File: config.mk
export PLATFORM = sky130hd
export DESIGN_NAME = strap_status_pins
export DESIGN_NICKNAME = d
export VERILOG_FILES = /design/src/core/strap_pkg.sv /design/src/core/stretch_if.sv /design/src/core/pulse_stretcher.sv /design/src/core/strap_status_pins.sv
export SDC_FILE = /design/constraint.sdc
export NUM_CORES = 1
export LEC_CHECK = 0
export BUFFER_PORTS_ARGS = -buffer_cell sky130_fd_sc_hd__buf_2
export CAP_MARGIN = 20
export CORE_MARGIN = 5
export CORE_UTILIZATION = 30
export CTS_CLUSTER_SIZE = 25
export DETAILED_ROUTE_END_ITERATION = 8
export GPL_ROUTABILITY_DRIVEN = 0
export PLACE_DENSITY = 0.57
export SLEW_MARGIN = 10
export SYNTH_ARGS = -nofsm -noshare
export SYNTH_HDL_FRONTEND = slang
export SYNTH_SLANG_ARGS = --single-unit
File: constraint.sdc
create_clock -name clock_i -period 3.2 [get_ports clock_i]
set_input_delay 0.64 -clock clock_i [delete_from_list [all_inputs] [get_ports clock_i]]
set_output_delay 0.64 -clock clock_i [all_outputs]
set_load 0.03 [all_outputs]
File: src/core/strap_pkg.sv
/*
 * constants shared by the strap and status pin logic: reset values,
 * strap bit positions and the collision indicator hold time.
 * assumes a single 250 MHz core clock.
 */
package strap_pkg;

    // ****************************************************************
    // clock and timing
    // ****************************************************************
    localparam int unsigned CLK_FREQ_HZ      = 250_000_000;
    localparam int unsigned COLL_HOLD_MS     = 70;
    localparam int unsigned COLL_HOLD_CYCLES =
        COLL_HOLD_MS * (CLK_FREQ_HZ / 1000);

    // ****************************************************************
    // management address bit positions carried by the strap pins
    // ****************************************************************
    localparam int unsigned ADDR1_POS = 1;
    localparam int unsigned ADDR4_POS = 4;

    // ****************************************************************
    // reset values
    // ****************************************************************
    localparam logic STRAP_RST    = 1'b0;
    localparam logic PIN_OE_N_RST = 1'b1;
    localparam logic LED_RST      = 1'b0;
    localparam logic SPEED_RST    = 1'b0;

    // ****************************************************************
    // pin phase
    // ****************************************************************
    typedef enum logic [0:0] {
        PHASE_STRAP  = 1'b0,
        PHASE_STATUS = 1'b1
    } pin_phase_t;

endpackage

File: src/core/stretch_if.sv
/*
 * event to stretched level carrier between the pin logic and its
 * pulse stretcher.
 * assumes both ends share one clock.
 */
`timescale 1ns/100ps

interface stretch_if;

    logic trigger;
    logic active;

    modport src
    (
        output trigger,
        input  active
    );

    modport snk
    (
        input  trigger,
        output active
    );

endinterface

File: src/core/pulse_stretcher.sv
/*
 * holds a level for a fixed number of cycles after each trigger.
 * assumes triggers synchronous to clock_i; ce_i low freezes it.
 */
`timescale 1ns/100ps

module pulse_stretcher
#(
    parameter int unsigned HOLD_CYCLES = strap_pkg::COLL_HOLD_CYCLES
)
(
    // clock and reset
    input  wire logic   clock_i,
    input  wire logic   rst_n_i,
    input  wire logic   ce_i,
    // event in, level out
    stretch_if.snk      s
);

    localparam int unsigned W = $clog2(HOLD_CYCLES + 1);

    logic [W-1:0] cnt_q;

    // ****************************************************************
    // hold counter, retriggered by every new event
    // ****************************************************************
    always_ff @(posedge clock_i or negedge rst_n_i)
    begin
        if (!rst_n_i)
            cnt_q <= '0;
        else if (ce_i)
        begin
            if (s.trigger)
                cnt_q <= W'(HOLD_CYCLES);
            else if (cnt_q != '0)
                cnt_q <= cnt_q - 1'b1;
        end
    end

    assign s.active = (cnt_q != '0);
endmodule // pulse_stretcher

File: src/core/strap_status_pins.sv
/*
 * strap and status pin logic: address straps caught at reset release,
 * then the same pins turn into activity and collision indicators;
 * also the speed indication and an operational flag.
 * assumes all inputs synchronous to clock_i and board straps that
 * hold their level through reset.
 */
// Notes on behaviour
// - rx pin is strap input during reset
// - low strap gives zero, high gives one
// - after reset the pin becomes an output
// - output follows receive activity
// - speed output low 10M, high 100M
// - reset low holds reset, high operates
// - collision indicator held about 70 ms
`timescale 1ns/100ps

module strap_status_pins
#(
    parameter int unsigned COLL_HOLD_CYCLES =
        strap_pkg::COLL_HOLD_CYCLES
)
(
    // clock, reset, enable
    input  wire logic clock_i,
    input  wire logic rst_n_i,
    input  wire logic ce_i,
    // core status in
    input  wire logic rx_activity_i,
    input  wire logic collision_i,
    input  wire logic speed_100_i,
    // receive activity / address bit 4 pin
    input  wire logic addr4_rx_activity_pin_i,
    output logic      addr4_rx_activity_pin_o,
    output logic      addr4_rx_activity_pin_oe_n_o,
    // collision / address bit 1 pin
    input  wire logic addr1_collision_pin_i,
    output logic      addr1_collision_pin_o,
    output logic      addr1_collision_pin_oe_n_o,
    // results
    output logic      addr_bit4_o,
    output logic      addr_bit1_o,
    output logic      speed_select_out_o,
    output logic      operational_o
);

    strap_pkg::pin_phase_t phase_q;
    logic                  addr4_q;
    logic                  addr1_q;
    logic                  oe_n_q;
    logic                  rx_led_q;
    logic                  coll_led_q;
    logic                  speed_q;
    logic                  oper_q;

    stretch_if coll ();

    // ****************************************************************
    // phase: strap sampling until the first enabled edge after release
    // ****************************************************************
    always_ff @(posedge clock_i or negedge rst_n_i)
    begin
        if (!rst_n_i)
            phase_q <= strap_pkg::PHASE_STRAP;
        else if (ce_i)
        begin
            unique case (phase_q)
                strap_pkg::PHASE_STRAP:
                    phase_q <= strap_pkg::PHASE_STATUS;
                strap_pkg::PHASE_STATUS:
                    phase_q <= strap_pkg::PHASE_STATUS;
            endcase
        end
    end

    // ****************************************************************
    // strap capture, once per reset
    // ****************************************************************
    always_ff @(posedge clock_i or negedge rst_n_i)
    begin
        if (!rst_n_i)
        begin
            addr4_q <= strap_pkg::STRAP_RST;
            addr1_q <= strap_pkg::STRAP_RST;
        end
        else if (ce_i && phase_q == strap_pkg::PHASE_STRAP)
        begin
            addr4_q <= addr4_rx_activity_pin_i;
            addr1_q <= addr1_collision_pin_i;
        end
    end

    // ****************************************************************
    // pin direction: released during reset, driven after capture
    // ****************************************************************
    always_ff @(posedge clock_i or negedge rst_n_i)
    begin
        if (!rst_n_i)
            oe_n_q <= strap_pkg::PIN_OE_N_RST;
        else if (ce_i && phase_q == strap_pkg::PHASE_STRAP)
            oe_n_q <= 1'b0;
    end

    // ****************************************************************
    // indicators
    // ****************************************************************
    assign coll.trigger = collision_i;

    pulse_stretcher
    #(
        .HOLD_CYCLES (COLL_HOLD_CYCLES)
    )
    u_coll_stretch
    (
        .clock_i (clock_i),
        .rst_n_i (rst_n_i),
        .ce_i    (ce_i),
        .s       (coll)
    );

    always_ff @(posedge clock_i or negedge rst_n_i)
    begin
        if (!rst_n_i)
        begin
            rx_led_q   <= strap_pkg::LED_RST;
            coll_led_q <= strap_pkg::LED_RST;
        end
        else if (ce_i)
        begin
            rx_led_q   <= rx_activity_i;
            coll_led_q <= coll.active;
        end
    end

    always_ff @(posedge clock_i or negedge rst_n_i)
    begin
        if (!rst_n_i)
            speed_q <= strap_pkg::SPEED_RST;
        else if (ce_i)
            speed_q <= speed_100_i;
    end

    always_ff @(posedge clock_i or negedge rst_n_i)
    begin
        if (!rst_n_i)
            oper_q <= 1'b0;
        else if (ce_i)
            oper_q <= 1'b1;
    end

    // ****************************************************************
    // outputs
    // ****************************************************************
    assign addr4_rx_activity_pin_o      = rx_led_q;
    assign addr4_rx_activity_pin_oe_n_o = oe_n_q;
    assign addr1_collision_pin_o        = coll_led_q;
    assign addr1_collision_pin_oe_n_o   = oe_n_q;
    assign addr_bit4_o                  = addr4_q;
    assign addr_bit1_o                  = addr1_q;
    assign speed_select_out_o           = speed_q;
    assign operational_o                = oper_q;
endmodule // strap_status_pins

=== Word level (Yosys, flattened, before mapping) ===
Cells that the tools add are included.

* Bits of input ports: 8
* Bits in latches: 0
* Word-level logic and storage cells: 16
* Memory bits (read-only): 0
* Memories kept: 0
* RAM bits: 0
* Output and inout bits: 8
* Register bits after elaboration: 32

* Reduce and logical (&&, ||, !) cells: 4
* Div/mod/pow operators: 0
* Multipliers: 0
* Bitwise gates (word level): 1
* Multiplexer cells: 2
* Shift-type cells: 0
* Order comparisons: 0
* Equality and inequality tests: 0
* $add $sub $neg: 1

{| class="wikitable"
|+ Operators with widths
! cell !! count
|-
| 2-to-1 mux 25 bit || 2
|-
| nonzero test 25 bit || 1
|-
| subtractor 25 x 1 -> 25 bit, second input constant || 1
|-
| AND reduction 2 bit || 1
|-
| nonzero test 2 bit || 1
|-
| logical AND 1 bit || 1
|-
| inverter 1 bit || 1
|}

=== Longest topological paths before layout ===
* Word-level depth: 3
* Mapped depth: 8

=== Cells and area by module ===
A second synthesis with hierarchy kept.

* Cells, all modules: 185
* Area, all modules: 1798.0 um2

{| class="wikitable"
|+ By module, submodules not included
! module !! cells each !! instances !! sequential area each (um2) !! area each (um2)
|-
| pulse_stretcher || 169 || 1 || 625.6 || 1529.0
|-
| strap_status_pins || 16 || 1 || 176.4 || 269.0
|}

=== Worst setup path before layout ===
Ideal clock, no wire load.

* Kind: input to register
* Start: input ce_i
* End: register u_coll_stretch.cnt_q[21]
* Stages: 6
* Buffers on the path: 1
* Data required time: 3.122 ns
* Setup time: 0.078 ns
* Setup slack: 0.794 ns
* Arrival time: 2.328 ns
* Cell sequence: buf_6 -> or4b_1 -> nor4_4 -> o311ai_4 -> or4b_1 -> a21oi_1

* Word-level cells in the longest chain between the ends: 1

{| class="wikitable"
|+ RTL lines
! what !! line !! source
|-
| start: declaration || strap_status_pins.sv:27 || <nowiki>input wire logic ce_i,</nowiki>
|-
| AND reduction 2 bit (no source line) || - ||
|-
| end signal: assignment || pulse_stretcher.sv:34 || <nowiki>cnt_q <= W'(HOLD_CYCLES);</nowiki>
|-
| end signal: assignment || pulse_stretcher.sv:36 || <nowiki>cnt_q <= cnt_q - 1'b1;</nowiki>
|-
| end: declaration || pulse_stretcher.sv:22 || <nowiki>logic [W-1:0] cnt_q;</nowiki>
|}

No other way between the ends.
A chain may end at the register's enable or synchronous reset.

=== Final worst setup path ===
* Start: register u_coll_stretch.cnt_q[0]
* End: register u_coll_stretch.cnt_q[10]

* Word-level cells in the longest chain between the ends: 3
* Elaborated cells between the ends (all ways): 6
* Those cells by class: 1 x add/sub; 2 x mux; 3 x reduce/logical

{| class="wikitable"
|+ RTL lines
! what !! line
|-
| subtractor 25 x 1 -> 25 bit / nonzero test 25 bit (equally long branches) || pulse_stretcher.sv:36, pulse_stretcher.sv:35
|-
| 2-to-1 mux 25 bit / nonzero test 2 bit (equally long branches) || -
|-
| 2-to-1 mux 25 bit / AND reduction 2 bit (equally long branches) || -
|}

Parallel ways exist; a longest one is shown, timed or not. The select of a mux whose other input is x is not followed.

==> results.ini <==
[run_status]
status = complete, no violations

[worst_setup_path]
timing.rr.end = u_coll_stretch.cnt_q[10]$_DFFE_PN0P_
arrival_ns = 2.70
path_cells = inv_1, ha_1, or4b_1, or4_4, o21ai_1, or3_1, nand3_1
crit_fanout = 8
r2r_cells = 7
crit_family = simple AND/OR/NAND/NOR gates
cp.depth = 7
reg2reg_slack_ns = 0.63
critPathBufInv = 1
critPathKind = register to register
required_ns = 3.34
cpPeakStageDelay_ns = 0.51
crit_path_end = u_coll_stretch.cnt_q[10]$_DFFE_PN0P_
end_kind = register
r2r_start = u_coll_stretch.cnt_q[0]$_DFFE_PN0P_
start_kind = register
cp_slowest_cell = o21ai_1
cp-startpoint = u_coll_stretch.cnt_q[0]$_DFFE_PN0P_

[synthesis]
yosysSeqAreaShare = 0.473
async_flop_share = 1.00
synth_ff_type = dfrtp_1
synth_cells = 163
ys_ff_latch = 32
ys_types = 48
ys_warn_count = 0
synth_edf_count = 0
avgSynthCellArea_um2 = 10.4
syn_nets = 173
syn_area_mm2 = 0.00170

[clock_network]
cts_buffers = 5
cts_htree_levels = 2
clock-sinks = 32
cts_tree = yes
cts_resized = 0
clk_path_buf_depth = 2
insertion_delay_ns = 0.28
cts_setup_buffers = 0
cts-root-buf = clkbuf_8
clkTransAtPathRegs_ns = 0.07
cts_hold_buf = 0

[grt]
gr-usage-met1 = 0.157
antenna_found_initial = 0
use_met2 = 0.177
grt.busiest_layer = met2
met3_usage = 0.0262
groute.usage.overall = 0.115
grt_start_max_net_pins = 33
grt_overflow = 0
grt_pass1_vias = 1357
grt_pass1_wl_um = 6640

[placement]
portBuffers = 15
dp_slack_ns = 0.578
dp_hpwl_um = 2700

[drt]
ant_nets = 0
wl_per_cell_um = 15.0
firstDrtPassIters = 4
dr.first_iter.drc_count = 89
drcViolationCount = 0
vias = 1368
routed_wl_um = 3810
avgViaCountPerCell = 5.39

[power]
total_power_w = 0.000979
ir_worst_vdd_uv = 250
power_leakage_nw = 0.722
power_density_mw_per_mm2 = 511

[layout]
final_util = 0.348
syn_to_final_growth_pct = 13.0
layout-drive-gt1-share = 0.220
antenna_cells = 0
fillers = 563
final_nets = 191

[sta]
slew_violations = 0
worst_slack_ns = 0.633
max_slew_margin = 0.385
finClkSkew_ns = 0.00564
finalCritPeriodShare = 0.802
max_freq_mhz = 390
rsz0062_at_grt = false
setup_tns_ns = 0
worst_pin_slew_ns = 0.919
setup_viol = 0
holdWs_ns = 0.412
period_needed_ns = 2.57
final-hold-violation-count = 0

[floorplan]
die_area_mm2 = 0.00726
die_h_um = 85.2
io_pins = 16
start_util = 0.308
std_cell_rows = 27
core-area_mm2 = 0.00551
die_w_um = 85.2

[flow_run]
maxCapViolCount = 0

[hold_path]
hold_class = primary input to asynchronous set/reset pin

## state kept, by name (all words and copies together), names as in the netlist
signal / count
addr4_rx_activity_pin_o: 1
addr1_collision_pin_o: 1
addr1_collision_pin_oe_n_o: 1
phase_q: 1
u_coll_stretch.cnt_q: 25
addr_bit1_o: 1
speed_select_out_o: 1
addr_bit4_o: 1
## cell type report
type | count | area (um2) | area share
multi-input combinational | 121 | 840 | 0.438
sequential | 32 | 802 | 0.418
timing repair buffer | 17 | 90.1 | 0.0470
tap | 72 | 90.1 | 0.0470
clock buffer | 8 | 80.1 | 0.0418
inverter | 4 | 15.0 | 0.00783
## cells in the mapped netlist, types with 2 or more instances
cell type	n	area (um2)
nand3_1	7	35.0
nor2b_1	2	12.5
nor4_1	4	25.0
or4_1	10	75.1
dfrtp_1	31	776
o41ai_1	2	17.5
o21ai_0	7	35.0
a21oi_1	10	50.1
or3_2	3	22.5
nor3_1	5	25.0
a31oi_1	2	12.5
and4_1	2	17.5
xnor2_1	2	17.5
clkbuf_1	2	7.51
mux2_2	4	45.0
nor2_1	12	45.0
or3_1	3	18.8
nand2_1	8	30.0
or4_4	2	22.5
a31o_2	2	17.5
inv_1	4	15.0
o31ai_1	9	67.6
ha_1	2	25.0
xor2_1	2	17.5
or4b_1	3	30.0
## worst reg2reg max path: stages, from the launching register on
cell	delay, ns
dfrtp_1	0.41
inv_1	0.10
ha_1	0.13
or4b_1	0.50
or4_4	0.50
o21ai_1	0.51
or3_1	0.19
nand3_1	0.08
## placed cells by master (no fill, tap or decap), drive strengths merged, types with 3 or more instances in the layout
cell type / instances
inv: 4
clkbuf: 8
or4: 13
or3: 6
nand2: 8
nand3: 7
o21ai: 8
o31ai: 9
buf: 17
mux2: 4
nor2: 12
nor4: 5
nor3: 5
dfrtp: 31
or4b: 3
a21oi: 10
## metal layers
layer  wire length [um]  share of wire
met3                136          0.036
met2               1720           0.45
met1               1880           0.49
met5                  0              0
met4                 72          0.019
## logic make-up after synthesis
| kind of cell | after synthesis | share of synthesized area |
|---|---|---|
| multiplexers | 4 | 0.0265 |
| adder cells (fa/ha/maj) | 2 | 0.0147 |
| buffers and inverters | 10 | 0.0324 |
| XOR/XNOR | 4 | 0.0207 |
| AND/OR/NAND/NOR | 71 | 0.264 |
| flip-flops | 32 | 0.473 |
| AO/OA/AOI/OAI | 40 | 0.169 |
## report_power, final
group | internal [W] | switching (W) | leakage (nW)
registers | 0.000444 | 0.0000479 | 0.376
clock network | 0.000154 | 0.000144 | 0.0395
logic | 0.0000759 | 0.000113 | 0.306
## worst min-delay path by stage
stage,start,end,cells past startpoint
after CTS,rst_n_i,u_coll_stretch.cnt_q[19]$_DFFE_PN0P_,1
final,rst_n_i,u_coll_stretch.cnt_q[6]$_DFFE_PN0P_,1
after floorplan,rst_n_i,addr1_collision_pin_o$_DFFE_PN0P_,0
after global placement,addr1_collision_pin_o$_DFFE_PN0P_,addr1_collision_pin_o$_DFFE_PN0P_,1
after global routing,rst_n_i,u_coll_stretch.cnt_q[6]$_DFFE_PN0P_,1
after detailed placement,addr1_collision_pin_o$_DFFE_PN0P_,addr1_collision_pin_o$_DFFE_PN0P_,1
## stage by stage
step,area (um2),std cells
4_1_cts,1920,254
2_1_floorplan,1700,163
5_1_grt,1920,254
6_report,1920,254
3_3_place_gp,1840,246
3_5_place_dp,1840,246
No activity file was read; power rests on OpenSTA's default activity.
